==> config.mk <==
export PLATFORM = sky130hd
export DESIGN_NAME = dcr_dma
export DESIGN_NICKNAME = d
export VERILOG_FILES = /design/src/core/dcr_pkg.sv /design/src/core/dcr_dma.sv
export SDC_FILE = /design/constraint.sdc
export NUM_CORES = 2
export LEC_CHECK = 0
export ABC_AREA = 1
export BUFFER_PORTS_ARGS = -buffer_cell sky130_fd_sc_hd__buf_2
export CAP_MARGIN = 5
export CORE_ASPECT_RATIO = 1.2
export CORE_MARGIN = 2
export CORE_UTILIZATION = 35
export DETAILED_ROUTE_END_ITERATION = 8
export PLACE_DENSITY = 0.48
export REMOVE_ABC_BUFFERS = 1
export SLEW_MARGIN = 0
export SYNTH_ARGS = -nofsm -noshare
export SYNTH_HDL_FRONTEND = slang
export SYNTH_SLANG_ARGS = --single-unit
==> constraint.sdc <==
create_clock -name ref_clk_in -period 2.5 [get_ports ref_clk_in]
set_clock_uncertainty 0.2 [all_clocks]
set_input_delay 0 -clock ref_clk_in [delete_from_list [all_inputs] [get_ports ref_clk_in]]
set_output_delay 0 -clock ref_clk_in [all_outputs]
set_load 0.005 [all_outputs]
==> src/core/dcr_pkg.sv <==
package dcr_pkg;

    // ------------------------------------------------------------
    // Sizes
    // ------------------------------------------------------------
    localparam int unsigned NUM_CH = 4;      // Channels in this build
    localparam int unsigned CH_W   = 2;      // Channel index width
    localparam int unsigned ADR_W  = 8;      // Register word address
    localparam int unsigned DAT_W  = 16;     // Register data width
    localparam int unsigned SA_W   = 24;     // Start address width

    // ------------------------------------------------------------
    // Per-channel register index (address = channel*8 + index)
    // ------------------------------------------------------------
    localparam logic [2:0] OFS_CTRL = 3'h0;  // channel_control
    localparam logic [2:0] OFS_STAH = 3'h1;  // primary_start_address high
    localparam logic [2:0] OFS_STAL = 3'h2;  // primary_start_address low
    localparam logic [2:0] OFS_STBH = 3'h3;  // secondary_start_high
    localparam logic [2:0] OFS_STBL = 3'h4;  // secondary_start_low
    localparam logic [2:0] OFS_PAD  = 3'h5;  // peripheral_address
    localparam logic [2:0] OFS_CNT  = 3'h6;  // transfer_count

    // ------------------------------------------------------------
    // Shared register addresses
    // ------------------------------------------------------------
    localparam logic [7:0] OFS_LAST = 8'h80; // last_sram_address
    localparam logic [7:0] OFS_WCOL = 8'h81; // write_collision_status
    localparam logic [7:0] OFS_RCOL = 8'h82; // request_collision_status
    localparam logic [7:0] OFS_LCA  = 8'h83; // last_active_channel
    localparam logic [7:0] OFS_PPS  = 8'h84; // pingpong_status
    localparam logic [7:0] OFS_IST  = 8'h85; // Interrupt status, RO
    localparam logic [7:0] OFS_ICLR = 8'h86; // Interrupt clear, WO
    localparam logic [7:0] OFS_IEN  = 8'h87; // Interrupt enable

    // ------------------------------------------------------------
    // Reset values, masks and encodings
    // ------------------------------------------------------------
    localparam logic [15:0] CTRL_RST  = 16'h0000;
    localparam logic [15:0] CTRL_MASK = 16'hf833; // Writable bits
    localparam logic [15:0] LAST_RST  = 16'h0000;
    localparam logic [1:0]  AM_INC    = 2'h0; // Indirect, post-increment
    localparam logic [1:0]  AM_NOINC  = 2'h1; // Indirect, fixed
    localparam logic [1:0]  AM_PIA    = 2'h2; // Peripheral indirect
    localparam logic [SA_W-1:0] STEP_BYTE = 24'h000001;
    localparam logic [SA_W-1:0] STEP_WORD = 24'h000002;

    // Control word layout
    typedef struct packed {
        logic       en;      // channel_enable
        logic       size;    // 1 byte, 0 word
        logic       dir;     // 1 SRAM to peripheral
        logic       half;    // Interrupt at half block
        logic       null_write_enable;   // null_write_enable
        logic [4:0] rsv_a;   // Reads zero
        logic [1:0] addressing_mode;   // addressing_mode
        logic [1:0] rsv_b;   // Reads zero
        logic [1:0] mode;    // [1] ping-pong, [0] one-shot
    } dcr_ctrl_t;

    // One issued transfer
    typedef struct packed {
        logic            valid;    // Transfer issued this cycle
        logic [CH_W-1:0] ch;       // Channel granted
        logic [SA_W-1:0] sram_adr; // dual_port_sram address
        logic [15:0]     per_adr;  // Peripheral data register
        logic            sram_rd;  // 1 SRAM read/periph write
        logic            byte_sz;  // Byte transfer
        logic            null_wr;  // Extra null periph write
    } dcr_xfer_t;

endpackage : dcr_pkg

==> src/core/dcr_dma.sv <==
// Chosen here: the strobed register port and the placing of the registers.
`timescale 1ns/1ps

module dcr_dma (
    input  wire logic                      ref_clk_in,
    input  wire logic                      reset_n_in,
    input  wire logic [7:0]                addr_in,
    input  wire logic [15:0]               wdata_in,
    input  wire logic                      wr_in,
    input  wire logic                      rd_in,
    output logic [15:0]                    rdata_out,
    input  wire logic [dcr_pkg::NUM_CH-1:0] dreq_in,
    input  wire logic [15:0]               pia_adr_in,
    output dcr_pkg::dcr_xfer_t             xfer_out,
    output logic                           irq_out
);

    // ------------------------------------------------------------
    // Declarations
    // ------------------------------------------------------------
    localparam int unsigned N = dcr_pkg::NUM_CH;

    logic [N-1:0]  req_s1_r;          // Synchroniser stage one
    logic [N-1:0]  req_s2_r;          // Synchroniser stage two
    logic [N-1:0]  req_d_r;           // Delayed for edge detect
    wire  [N-1:0]  req_edge;          // New request per channel
    logic [N-1:0]  pend_r;            // Pending request per channel
    logic [N-1:0]  en_v;              // Channel enables
    wire  [N-1:0]  elig;              // Pending and enabled
    wire  [N-1:0]  gnt;               // One-hot grant
    logic [N-1:0]  sel_r;             // 1 = secondary selected
    logic [N-1:0]  wcol_r;            // Write collision flags
    logic [N-1:0]  rcol_r;            // Request collision flags
    logic [N-1:0]  ist_r;             // Sticky interrupt status
    logic [N-1:0]  ien_r;             // Interrupt enables
    logic [N-1:0]  irq_ev;            // Interrupt events this cycle
    logic [15:0]   last_r;            // Last SRAM address
    logic [dcr_pkg::CH_W-1:0] lca_r;  // Last active channel
    logic [15:0]   rdata_r;           // Read data register
    logic          irq_r;             // Interrupt output register
    dcr_pkg::dcr_xfer_t xfer_r;       // Transfer output register

    dcr_pkg::dcr_ctrl_t       ctrl_r [N]; // channel_control
    logic [7:0]               stah_r [N]; // Primary start high
    logic [15:0]              stal_r [N]; // Primary start low
    logic [7:0]               stbh_r [N]; // Secondary start high
    logic [15:0]              stbl_r [N]; // Secondary start low
    logic [15:0]              pad_r  [N]; // peripheral_address
    logic [15:0]              cnt_r  [N]; // transfer_count
    logic [dcr_pkg::SA_W-1:0] cur_r  [N]; // Current transfer address
    logic [15:0]              done_r [N]; // Elements moved so far
    logic [dcr_pkg::SA_W-1:0] xadr   [N]; // SRAM address of transfer
    logic [15:0]              rd_ch  [N]; // Per-channel read value

    // ------------------------------------------------------------
    // Register decode
    // ------------------------------------------------------------
    wire       shared_hit = addr_in[7];
    wire [4:0] ch_field   = addr_in[7:3];
    wire [2:0] reg_idx    = addr_in[2:0];
    wire       wr_shared  = wr_in && shared_hit;
    wire       wr_iclr    = wr_in && (addr_in == dcr_pkg::OFS_ICLR);
    wire       wr_ien     = wr_in && (addr_in == dcr_pkg::OFS_IEN);

    // ------------------------------------------------------------
    // Request synchroniser and edge detect
    // ------------------------------------------------------------
    // Requests come from outside the clock domain; only stage two
    // feeds the edge detector so stage one can settle.
    always_ff @(posedge ref_clk_in or negedge reset_n_in)
    begin
        if (!reset_n_in)
        begin
            req_s1_r <= '0;
            req_s2_r <= '0;
            req_d_r  <= '0;
        end
        else
        begin
            req_s1_r <= dreq_in;
            req_s2_r <= req_s1_r;
            req_d_r  <= req_s2_r;
        end
    end

    assign req_edge = req_s2_r & ~req_d_r;

    // ------------------------------------------------------------
    // Arbitration
    // ------------------------------------------------------------
    // Lowest channel number wins; losers stay pending.
    assign elig = pend_r & en_v;
    assign gnt  = elig & (~elig + {{(N-1){1'b0}}, 1'b1});

    // ------------------------------------------------------------
    // Per-channel registers and sequencing
    // ------------------------------------------------------------
    genvar g;
    generate
        for (g = 0; g < N; g++)
        begin : g_ch
            // Write hits for this channel
            wire hit    = wr_in && !shared_hit &&
                          (ch_field == 5'(g));
            wire w_ctrl = hit && (reg_idx == dcr_pkg::OFS_CTRL);
            wire w_stah = hit && (reg_idx == dcr_pkg::OFS_STAH);
            wire w_stal = hit && (reg_idx == dcr_pkg::OFS_STAL);
            wire w_stbh = hit && (reg_idx == dcr_pkg::OFS_STBH);
            wire w_stbl = hit && (reg_idx == dcr_pkg::OFS_STBL);
            wire w_pad  = hit && (reg_idx == dcr_pkg::OFS_PAD);
            wire w_cnt  = hit && (reg_idx == dcr_pkg::OFS_CNT);

            // Masked write keeps reserved bits at zero
            wire [15:0] ctrl_wd = wdata_in & dcr_pkg::CTRL_MASK;
            wire        go      = gnt[g];
            // Count holds elements, so no size scaling here
            wire        last_el = (done_r[g] == cnt_r[g]);
            wire        half_el = (done_r[g] ==
                                   {1'b0, cnt_r[g][15:1]});
            wire        blk_end = go && last_el;
            wire        pp      = ctrl_r[g].mode[1];
            wire        oneshot = ctrl_r[g].mode[0];
            wire        turn_on = w_ctrl && ctrl_wd[15] &&
                                  !ctrl_r[g].en;
            // Start addresses as 24-bit values
            wire [23:0] sta     = {stah_r[g], stal_r[g]};
            wire [23:0] stb     = {stbh_r[g], stbl_r[g]};
            wire [23:0] step    = ctrl_r[g].size ?
                                  dcr_pkg::STEP_BYTE :
                                  dcr_pkg::STEP_WORD;
            // Next selection after a block in ping-pong mode
            wire        sel_nx  = pp ? ~sel_r[g] : sel_r[g];

            assign en_v[g] = ctrl_r[g].en;

            // SRAM address of this channel's transfer
            assign xadr[g] = (ctrl_r[g].addressing_mode == dcr_pkg::AM_PIA) ?
                             {8'h00, pia_adr_in} : cur_r[g];

            // Interrupt at half or full block per control bit
            assign irq_ev[g] = ctrl_r[g].half ?
                               (go && half_el) : blk_end;

            // Secondary read shows live address while in use
            assign rd_ch[g] =
                (reg_idx == dcr_pkg::OFS_CTRL) ? ctrl_r[g] :
                (reg_idx == dcr_pkg::OFS_STAH) ? {8'h00, stah_r[g]} :
                (reg_idx == dcr_pkg::OFS_STAL) ? stal_r[g] :
                (reg_idx == dcr_pkg::OFS_STBH) ?
                    {8'h00, (sel_r[g] && ctrl_r[g].en) ?
                     cur_r[g][23:16] : stbh_r[g]} :
                (reg_idx == dcr_pkg::OFS_STBL) ?
                    ((sel_r[g] && ctrl_r[g].en) ?
                     cur_r[g][15:0] : stbl_r[g]) :
                (reg_idx == dcr_pkg::OFS_PAD)  ? pad_r[g] :
                (reg_idx == dcr_pkg::OFS_CNT)  ? cnt_r[g] : 16'h0000;

            // Setup registers; writes while enabled are not blocked,
            // software is expected to stay off them then.
            always_ff @(posedge ref_clk_in or negedge reset_n_in)
            begin
                if (!reset_n_in)
                begin
                    stah_r[g] <= 8'h00;
                    stal_r[g] <= 16'h0000;
                    stbh_r[g] <= 8'h00;
                    stbl_r[g] <= 16'h0000;
                    pad_r[g]  <= 16'h0000;
                    cnt_r[g]  <= 16'h0000;
                end
                else
                begin
                    if (w_stah) stah_r[g] <= wdata_in[7:0];
                    if (w_stal) stal_r[g] <= wdata_in;
                    if (w_stbh) stbh_r[g] <= wdata_in[7:0];
                    if (w_stbl) stbl_r[g] <= wdata_in;
                    if (w_pad)  pad_r[g]  <= wdata_in;
                    if (w_cnt)  cnt_r[g]  <= wdata_in;
                end
            end

            // Control word; one-shot drops enable at block end, in ping-pong only after the secondary block
            always_ff @(posedge ref_clk_in or negedge reset_n_in)
            begin
                if (!reset_n_in)
                    ctrl_r[g] <= dcr_pkg::CTRL_RST;
                else if (w_ctrl)
                    ctrl_r[g] <= ctrl_wd;
                else if (blk_end && oneshot && (!pp || sel_r[g]))
                    ctrl_r[g].en <= 1'b0;
            end

            // Address and element counter sequencing
            always_ff @(posedge ref_clk_in or negedge reset_n_in)
            begin
                if (!reset_n_in)
                begin
                    cur_r[g]  <= 24'h000000;
                    done_r[g] <= 16'h0000;
                    sel_r[g]  <= 1'b0;
                end
                else if (turn_on)
                begin
                    // Enable starts from the primary buffer
                    cur_r[g]  <= sta;
                    done_r[g] <= 16'h0000;
                    sel_r[g]  <= 1'b0;
                end
                else if (blk_end)
                begin
                    // Reload for next block, swapping in ping-pong
                    cur_r[g]  <= sel_nx ? stb : sta;
                    done_r[g] <= 16'h0000;
                    sel_r[g]  <= sel_nx;
                end
                else if (go)
                begin
                    done_r[g] <= done_r[g] + 16'h0001;
                    if (ctrl_r[g].addressing_mode == dcr_pkg::AM_INC)
                        cur_r[g] <= cur_r[g] + step;
                end
            end

            // Pending and collision flags; a new request wins
            always_ff @(posedge ref_clk_in or negedge reset_n_in)
            begin
                if (!reset_n_in)
                begin
                    pend_r[g] <= 1'b0;
                    rcol_r[g] <= 1'b0;
                    wcol_r[g] <= 1'b0;
                end
                else
                begin
                    pend_r[g] <= (pend_r[g] && !go && ctrl_r[g].en) ||
                                 req_edge[g];
                    // Request still unserved when another arrives
                    if (req_edge[g] && pend_r[g] && !go)
                        rcol_r[g] <= 1'b1;
                    else if (turn_on)
                        rcol_r[g] <= 1'b0;
                    // Request lands on a peripheral write in flight
                    if (req_edge[g] && go &&
                        (ctrl_r[g].dir || ctrl_r[g].null_write_enable))
                        wcol_r[g] <= 1'b1;
                    else if (turn_on)
                        wcol_r[g] <= 1'b0;
                end
            end
        end
    endgenerate

    // ------------------------------------------------------------
    // Granted channel index and transfer fields
    // ------------------------------------------------------------
    logic [dcr_pkg::CH_W-1:0] gidx;       // Index of granted channel
    always_comb
    begin
        gidx = '0;
        for (int i = N - 1; i >= 0; i--)
            if (gnt[i])
                gidx = dcr_pkg::CH_W'(i);
    end

    wire                any_gnt = |gnt;
    dcr_pkg::dcr_ctrl_t gctrl;            // Control of granted channel
    assign gctrl = ctrl_r[gidx];

    // ------------------------------------------------------------
    // Transfer output and shared status
    // ------------------------------------------------------------
    // The transfer is registered so the outputs come from flops;
    // the SRAM side therefore sees each access one cycle late.
    always_ff @(posedge ref_clk_in or negedge reset_n_in)
    begin
        if (!reset_n_in)
        begin
            xfer_r <= '0;
            last_r <= dcr_pkg::LAST_RST;
            lca_r  <= '0;
        end
        else
        begin
            xfer_r.valid    <= any_gnt;
            xfer_r.ch       <= gidx;
            xfer_r.sram_adr <= xadr[gidx];
            xfer_r.per_adr  <= pad_r[gidx];
            xfer_r.sram_rd  <= gctrl.dir;
            xfer_r.byte_sz  <= gctrl.size;
            xfer_r.null_wr  <= gctrl.null_write_enable && !gctrl.dir;
            if (any_gnt)
            begin
                last_r <= xadr[gidx][15:0];
                lca_r  <= gidx;
            end
        end
    end

    // ------------------------------------------------------------
    // Interrupt status, enable and output
    // ------------------------------------------------------------
    // Event set beats a same-cycle software clear.
    always_ff @(posedge ref_clk_in or negedge reset_n_in)
    begin
        if (!reset_n_in)
        begin
            ist_r <= '0;
            ien_r <= '0;
            irq_r <= 1'b0;
        end
        else
        begin
            ist_r <= (ist_r & ~(wr_iclr ? wdata_in[N-1:0] : '0)) |
                     irq_ev;
            if (wr_ien)
                ien_r <= wdata_in[N-1:0];
            irq_r <= |(((ist_r & ~(wr_iclr ? wdata_in[N-1:0] : '0)) |
                       irq_ev) & (wr_ien ? wdata_in[N-1:0] : ien_r));
        end
    end

    // ------------------------------------------------------------
    // Read path
    // ------------------------------------------------------------
    // Unmapped addresses read zero; clear register is write-only.
    wire [15:0] rd_shared =
        (addr_in == dcr_pkg::OFS_LAST) ? last_r :
        (addr_in == dcr_pkg::OFS_WCOL) ? 16'(wcol_r) :
        (addr_in == dcr_pkg::OFS_RCOL) ? 16'(rcol_r) :
        (addr_in == dcr_pkg::OFS_LCA)  ? 16'(lca_r) :
        (addr_in == dcr_pkg::OFS_PPS)  ? 16'(sel_r) :
        (addr_in == dcr_pkg::OFS_IST)  ? 16'(ist_r) :
        (addr_in == dcr_pkg::OFS_IEN)  ? 16'(ien_r) : 16'h0000;
    wire        ch_ok   = (ch_field < 5'(N));
    wire [15:0] rd_mux  = shared_hit ? rd_shared :
                          ch_ok ? rd_ch[ch_field[dcr_pkg::CH_W-1:0]] :
                          16'h0000;

    // Read data stand only in the cycle after the strobe
    always_ff @(posedge ref_clk_in or negedge reset_n_in)
    begin
        if (!reset_n_in)
            rdata_r <= 16'h0000;
        else
            rdata_r <= rd_in ? rd_mux : 16'h0000;
    end

    // ------------------------------------------------------------
    // Outputs
    // ------------------------------------------------------------
    assign rdata_out = rdata_r;
    assign xfer_out  = xfer_r;
    assign irq_out   = irq_r;

    // Shared writes other than interrupt registers are ignored
    wire unused_ok = wr_shared;

endmodule : dcr_dma

**Yosys cells after proc, flatten, opt, wreduce, memory -nomap -nowiden**

Cells that the tools add are included.

- Output and inout bits: 63
- Word-level logic and storage cells: 438
- Register bits after elaboration: 633
- Input port bits: 48

- Mux-type cells: 140
- Add/sub/neg operators: 9
- Reduce and logical (&&, ||, !) cells: 150
- Bitwise logic cells: 15
- Magnitude comparators: 3
- Equality and inequality tests: 29

Operator list:

| operator | count |
|---|---|
| $mux 16 | 52 |
| $mux 24 | 26 |
| $add 24x2->24 | 4 |
| $bmux 16 s2 | 3 |
| $logic_and 1x1->1 | 88 |
| $add 16x1->16 const B | 4 |
| $eq 16x15->1 | 4 |
| $eq 16x16->1 | 4 |
| $eq 8x8->1 const B | 8 |
| $bmux 24 s2 | 1 |
| $mux 1 | 36 |
| $mux 4 | 8 |
| $mux 8 | 4 |
| $reduce_bool 2->1 | 16 |
| $mux 15 | 2 |
| $reduce_bool 3->1 | 8 |
| $and 4x4->4 | 5 |
| $mux 2 | 8 |
| $logic_not 1->1 | 14 |
| $logic_or 1x1->1 | 12 |
| $not 4->4 | 3 |
| $eq 5x2->1 const B | 2 |
| $eq 3x3->1 const B | 3 |
| $eq 2x2->1 const B | 4 |
| 14 further kinds | 27 |

**Depth between registers and ports, before layout**

- Depth in word-level cells: 14
- Mapped depth: 16
- Depth with buffers taken out: 15

**Least setup slack after synthesis**

OpenSTA, ideal clock, no wires.

- Kind: register to register
- Start point: register ctrl_r[14] (netlist bit)
- End point: register cur_r[19] (netlist bit)
- Period minus slack after synthesis: 2,220 ps
- Arrival: 1,903 ps
- Path slack: 280 ps
- Data required time: 2,183 ps
- Cell stages (with the launch flop): 13
- Buffers on the path: 0
- Library setup time: 117 ps
- Cells stage by stage: dfrtp_1 > inv_1 > ha_1 > nand2_1 > a21oi_1 > nand4_1 > nor2_1 > nand2_1 > xor2_1 > nand2_1 > nand3_1 > nand2_1 > nand2_1

- Word-level cells in the longest chain between the ends: 6

RTL lines:

| item | RTL line | RTL |
|---|---|---|
| start, declared | dcr_dma.sv:43 | `dcr_pkg::dcr_ctrl_t ctrl_r [N];` |
| start signal, assigned by index | dcr_dma.sv:186 | `ctrl_r[g] <= dcr_pkg::CTRL_RST;` |
| start signal, assigned by index | dcr_dma.sv:188 | `ctrl_r[g] <= ctrl_wd;` |
| $mux 2 | dcr_dma.sv:128 | `wire [23:0] step = ctrl_r[g].size ?` |
| $add 24x2->24 | dcr_dma.sv:220 | `cur_r[g] <= cur_r[g] + step;` |
| $mux 24 | dcr_dma.sv:219 | `if (ctrl_r[g].addressing_mode == dcr_pkg::AM_INC)` |
| $mux 24 | dcr_dma.sv:216 | `else if (go)` |
| $mux 24 | dcr_dma.sv:209 | `else if (blk_end)` |
| $mux 24 | dcr_dma.sv:202 | `else if (turn_on)` |
| end signal, assigned by index | dcr_dma.sv:205 | `cur_r[g] <= sta;` |
| end signal, assigned by index | dcr_dma.sv:212 | `cur_r[g] <= sel_nx ? stb : sta;` |
| end signal, assigned by index | dcr_dma.sv:220 |  |
| end, declared | dcr_dma.sv:50 | `logic [dcr_pkg::SA_W-1:0] cur_r [N];` |

Every way passes these cells. The select of a mux whose other input is x is not followed.
A chain may end at the register's enable or synchronous reset.

**Worst setup path in the final report**

- Start point: input port addr_in[2]
- End point: register rdata_r[10], in the netlist rdata_out[10]

- Word-level cells in the longest chain between the ends: 14
- Elaborated cells on any way between the ends: 43
- Classes of those cells: eq/ne: 7; mux: 35; reduce/logical: 1

RTL lines:

| item | RTL line | RTL |
|---|---|---|
| start, declared | dcr_dma.sv:7 | `input wire logic [7:0] addr_in,` |
| $eq 3x3->1 | dcr_dma.sv:156 | `(reg_idx == dcr_pkg::OFS_CNT) ? cnt_r[g] : 16'h0000;` |
| $mux 16 | dcr_dma.sv:156 |  |
| $mux 16 | dcr_dma.sv:155 | `(reg_idx == dcr_pkg::OFS_PAD) ? pad_r[g] :` |
| $mux 16 | dcr_dma.sv:152 | `(reg_idx == dcr_pkg::OFS_STBL) ?` |
| $mux 16 | dcr_dma.sv:149 | `(reg_idx == dcr_pkg::OFS_STBH) ?` |
| $mux 16 | dcr_dma.sv:148 | `(reg_idx == dcr_pkg::OFS_STAL) ? stal_r[g] :` |
| $mux 16 | dcr_dma.sv:147 | `(reg_idx == dcr_pkg::OFS_STAH) ? {8'h00, stah_r[g]} :` |
| $mux 16 | dcr_dma.sv:146 | `(reg_idx == dcr_pkg::OFS_CTRL) ? ctrl_r[g] :` |
| $bmux 16 s2 | dcr_dma.sv:336 | `ch_ok ? rd_ch[ch_field[dcr_pkg::CH_W-1:0]] :` |
| $mux 16 (implied by the code) (2 in a row) | dcr_dma.sv:336 |  |
| $mux 16 | dcr_dma.sv:336 |  |
| $mux 16 * | dcr_dma.sv:335 | `wire [15:0] rd_mux = shared_hit ? rd_shared :` |
| $mux 16 * | dcr_dma.sv:345 | `rdata_r <= rd_in ? rd_mux : 16'h0000;` |
| end signal, assigned | dcr_dma.sv:345 |  |
| end, declared | dcr_dma.sv:39 | `logic [15:0] rdata_r;` |

Mark *: on every way between the ends. The rest lies on a longest branch, timed or not. The select of a mux whose other input is x is not followed.

==> impl_metrics.ini <==
[synthesis]
synth-main-ff-cell = sky130_fd_sc_hd__dfrtp_1
avgSynthCellArea_um2 = 7.10
postSynthRegisterBits = 633
synth.lib_cells_used.distinct = 58
synth-edff-count = 0
synth_cells = 5365
async_set_reset_flop_share_out_of_synthesis_pct = 100
yosys_warnings = 0
syn-cell-area_um2 = 38100
synth_seq_area_share_pct = 41.6

[timing]
number_of_max_slew_violations_in_the_final_report = 0
timing.final.hold_violations = 0
totalNegativeSetupSlack_ns = -0.0172
fin_worst_hold_slack_ns = 0.0567
post-route-min-period_ns = 2.52
max_clock_freq_mhz = 397
final.period_utilization_pct = 101
setup_viol = 1
relSlewSlack_pct = 50.5
worst_slew_pin_slew_ns = 0.735
final_critical_path_setup_slack_ns = -0.0172

[global_route]
antenna_found_initial = 14
grt_util_all_layers_pct = 34.0
first_global_vias = 38373
total_grt_overflow = 0
global_route_wire_length_before_repair_um = 275000
grt_max_degree = 78

[route]
postRouteAntennaNets = 0
via_count_of_the_routed_design = 40124
via_per_inst = 5.51
detail_route.iter0.violations = 4176
wire_length_per_cell_after_detailed_routing_um = 26.3
routed_wirelength_um = 192000
dr.pass1.iters = 6
count_of_unresolved_drc_violations_after_routing = 0

[worst_setup_path]
cp_data_required_time_ns = 2.91
critical_path_class = primary input to flop
timing.critical_path.arrival_ns = 2.92
r2r_setup_slack_ns = 0.02
timing.rr.end = rdata_out[10]
rr_worst_depth = 8
timing.critical_path.from_type = primary input
critical_path.endpoint_type = flop
rr_startpoint = ctrl_r[31]
biggest_fanout_along_the_worst_timing_path = 29

[floorplanning]
rows = 132
dieArea_um2 = 112000
die_x_um = 305
floorplan.initialDensity_pct = 35.3
die-height_um = 365
core_um2 = 108000
boundaryPins = 111

[placed_design]
dpl_cell_area_um2 = 43500
routability_congestion_estimate_from_global_placement = 0.990
number_of_buffers_added_on_ports = 110
placedCellCount = 7067
pre_cts_ws_ns = -0.0533
detailedPlacementHpwl_um = 146000

[cells_and_area]
fin_nets = 5879
drive_above_1_share_pct = 15.5
post-route-cell-area_um2 = 47100
area_growth_syn_to_layout_pct = 23.6
most-common-layout-cells = 1655 x sky130_fd_sc_hd__nand2_1, 672 x sky130_fd_sc_hd__o21ai_0, 626 x sky130_fd_sc_hd__dfrtp_1
most_common_library_cell_in_the_layout_ignoring_fill_and_taps = sky130_fd_sc_hd__nand2_1
layout.cells.non_filler = 7286
layout.core_utilization_pct = 43.6

[clock_network]
cts-root-to-sink-buffers = 3
source_to_sink_clock_delay_at_the_later_pin_of_the_worst_skew_pair_ns = 0.70
clock_sinks = 633
path_clk_slew_ns = 0.06
tritoncts = built
numCtsBuffers = 80
htree_levels = 3
cts.root.buffer_cell = sky130_fd_sc_hd__clkbuf_16

[power]
share_comb_of_total_power_pct = 19.1
sw_frac_of_total_pct = 32.3
seq_power_share_pct = 40.0
power.leakage_nw = 22.6
netSwitchingPower_mw = 9.61
cell_internal_pwr_mw = 20.1
post-layout-total-power_mw = 29.7
power_frac_clock_pct = 40.9
cellPowerDensity_nw_per_um2 = 631
worst_case_vdd_ir_drop_mv = 0.524

[min_path]
worst_hold_startpoint = addr_in[5]
end_of_the_worst_hold_path = rdata_out[15]
hold_crit_path_type = primary input to flop
hold_path_depth = 8

[run_status]
violated_checks = setup timing
outcome = finished, violations left

[flow_run]
max_cap_violations = 0
[kinds of logic (layout without fill, tap and decap cells)]
kind of cell / Yosys count / after routing / share of synthesized area, %
buffers and inverters: 791 / 1300 / 8.37
multiplexers: 16 / 16 / 0.420
flip-flops: 633 / 633 / 41.6
other: 0 / 5 / 0
adder cells (fa/ha/maj): 20 / 20 / 0.736
AO/OA/AOI/OAI: 1131 / 1131 / 16.4
XOR/XNOR: 129 / 129 / 2.97
AND/OR/NAND/NOR: 2645 / 2645 / 29.5
[per-layer routing]
layer	routed length, um	global-route usage, %
met5	57	0
met4	12000	19.5
met3	13100	4.59
met2	87900	55.3
met1	78800	43.6
[sequential cells by signal (all words and copies together), names as in the netlist, 16 cells and up]
signal and count:
g_ch.sta 96, pad_r 64, cur_r 96, g_ch.stb 96, last_r 16, rdata_out 16
cnt_r 64, done_r 64, xfer_out 46, ctrl_r 36
[critical path, cell delays in order]
cell and delay [ns]:
sky130_fd_sc_hd__buf_2 0.20, sky130_fd_sc_hd__dlygate4sd3_1 0.71, sky130_fd_sc_hd__inv_2 0.12, sky130_fd_sc_hd__buf_4 0.16, sky130_fd_sc_hd__nor2_4 0.13, sky130_fd_sc_hd__buf_12 0.20, sky130_fd_sc_hd__nand2_1 0.09, sky130_fd_sc_hd__nand3_1 0.18
sky130_fd_sc_hd__o21ai_0 0.16, sky130_fd_sc_hd__nand2_1 0.13, sky130_fd_sc_hd__nand4_1 0.09, sky130_fd_sc_hd__o21ai_0 0.30, sky130_fd_sc_hd__nand2_1 0.22, sky130_fd_sc_hd__a21oi_1 0.19
[area by class of cell]
| cell class | count | area, um2 |
|---|---|---|
| fill | 11317 | 60900 |
| antenna | 5 | 12.5 |
| sequential | 633 | 15800 |
| clock buffer | 116 | 2340 |
| multi-input combinational | 3941 | 19300 |
| inverter | 479 | 1810 |
| timing repair buffer | 676 | 5690 |
| clock inverter | 29 | 333 |
| tap | 1407 | 1760 |
[power groups by stage]
| stage | sequential, mW | combinational [mW] | clock (mW) |
|---|---|---|---|
| global route | 12.0 | 6.19 | 12.7 |
| floorplan | 11.7 | 2.79 | 0 |
| global placement | 12.0 | 5.41 | 0 |
| detailed placement | 12.0 | 5.42 | 0 |
| CTS | 11.9 | 5.52 | 12.3 |
| finish | 11.9 | 5.67 | 12.1 |
[what timing repair did]
action,4_1_cts,5_1_grt
endpoints found under the setup margin,4,121
gates resized for setup,3,78
buffers inserted,0,8
pin swaps,0,10
hold buffers,62,0
endpoints found under the hold margin,1004,0
[Yosys cell counts, types with 5 or more instances]
| cell type | count | area, um2 |
|---|---|---|
| sky130_fd_sc_hd__a211oi_1 | 10 | 75.1 |
| sky130_fd_sc_hd__a21oi_1 | 152 | 761 |
| sky130_fd_sc_hd__a311oi_1 | 6 | 52.6 |
| sky130_fd_sc_hd__a31oi_1 | 28 | 175 |
| sky130_fd_sc_hd__buf_1 | 8 | 30.0 |
| sky130_fd_sc_hd__buf_2 | 86 | 430 |
| sky130_fd_sc_hd__buf_4 | 16 | 120 |
| sky130_fd_sc_hd__buf_6 | 5 | 56.3 |
| sky130_fd_sc_hd__clkbuf_1 | 195 | 732 |
| sky130_fd_sc_hd__clkinv_1 | 7 | 26.3 |
| sky130_fd_sc_hd__dfrtp_1 | 633 | 15800 |
| sky130_fd_sc_hd__ha_1 | 16 | 200 |
| sky130_fd_sc_hd__inv_1 | 439 | 1650 |
| sky130_fd_sc_hd__inv_2 | 32 | 120 |
| sky130_fd_sc_hd__mux2i_1 | 16 | 160 |
| sky130_fd_sc_hd__nand2_1 | 1661 | 6230 |
| sky130_fd_sc_hd__nand2_2 | 13 | 81.3 |
| sky130_fd_sc_hd__nand2_4 | 6 | 67.6 |
| sky130_fd_sc_hd__nand3_1 | 352 | 1760 |
| sky130_fd_sc_hd__nand3_2 | 5 | 50.1 |
| sky130_fd_sc_hd__nand3b_1 | 12 | 90.1 |
| sky130_fd_sc_hd__nand4_1 | 95 | 594 |
| sky130_fd_sc_hd__nor2_1 | 329 | 1230 |
| sky130_fd_sc_hd__nor2_2 | 10 | 62.6 |
| sky130_fd_sc_hd__nor2_4 | 7 | 78.8 |
| sky130_fd_sc_hd__nor3_1 | 85 | 425 |
| sky130_fd_sc_hd__nor3_2 | 7 | 70.1 |
| sky130_fd_sc_hd__nor4_1 | 19 | 119 |
| sky130_fd_sc_hd__o2111ai_1 | 11 | 96.3 |
| sky130_fd_sc_hd__o211ai_1 | 139 | 1040 |
| sky130_fd_sc_hd__o21ai_0 | 677 | 3390 |
| sky130_fd_sc_hd__o21ai_1 | 35 | 175 |
| sky130_fd_sc_hd__o22ai_1 | 53 | 332 |
| sky130_fd_sc_hd__or2_2 | 23 | 144 |
| sky130_fd_sc_hd__xnor2_1 | 31 | 272 |
| sky130_fd_sc_hd__xor2_1 | 98 | 858 |
[worst max path at each step]
stage               slack (ns)       endpoint       start  depth (start not counted)
finish                   -0.02  rdata_out[10]  addr_in[2]                         14
global route             -0.05       cur_r[8]  ctrl_r[63]                         13
CTS                      0.006      cur_r[17]  ctrl_r[63]                         12
detailed placement       -0.05      cur_r[93]  ctrl_r[62]                         13
global placement         -0.06      cur_r[85]  ctrl_r[62]                         13
floorplan                -1.10       pad_r[0]  addr_in[1]                          5
No activity file was read; power rests on OpenSTA's default activity.
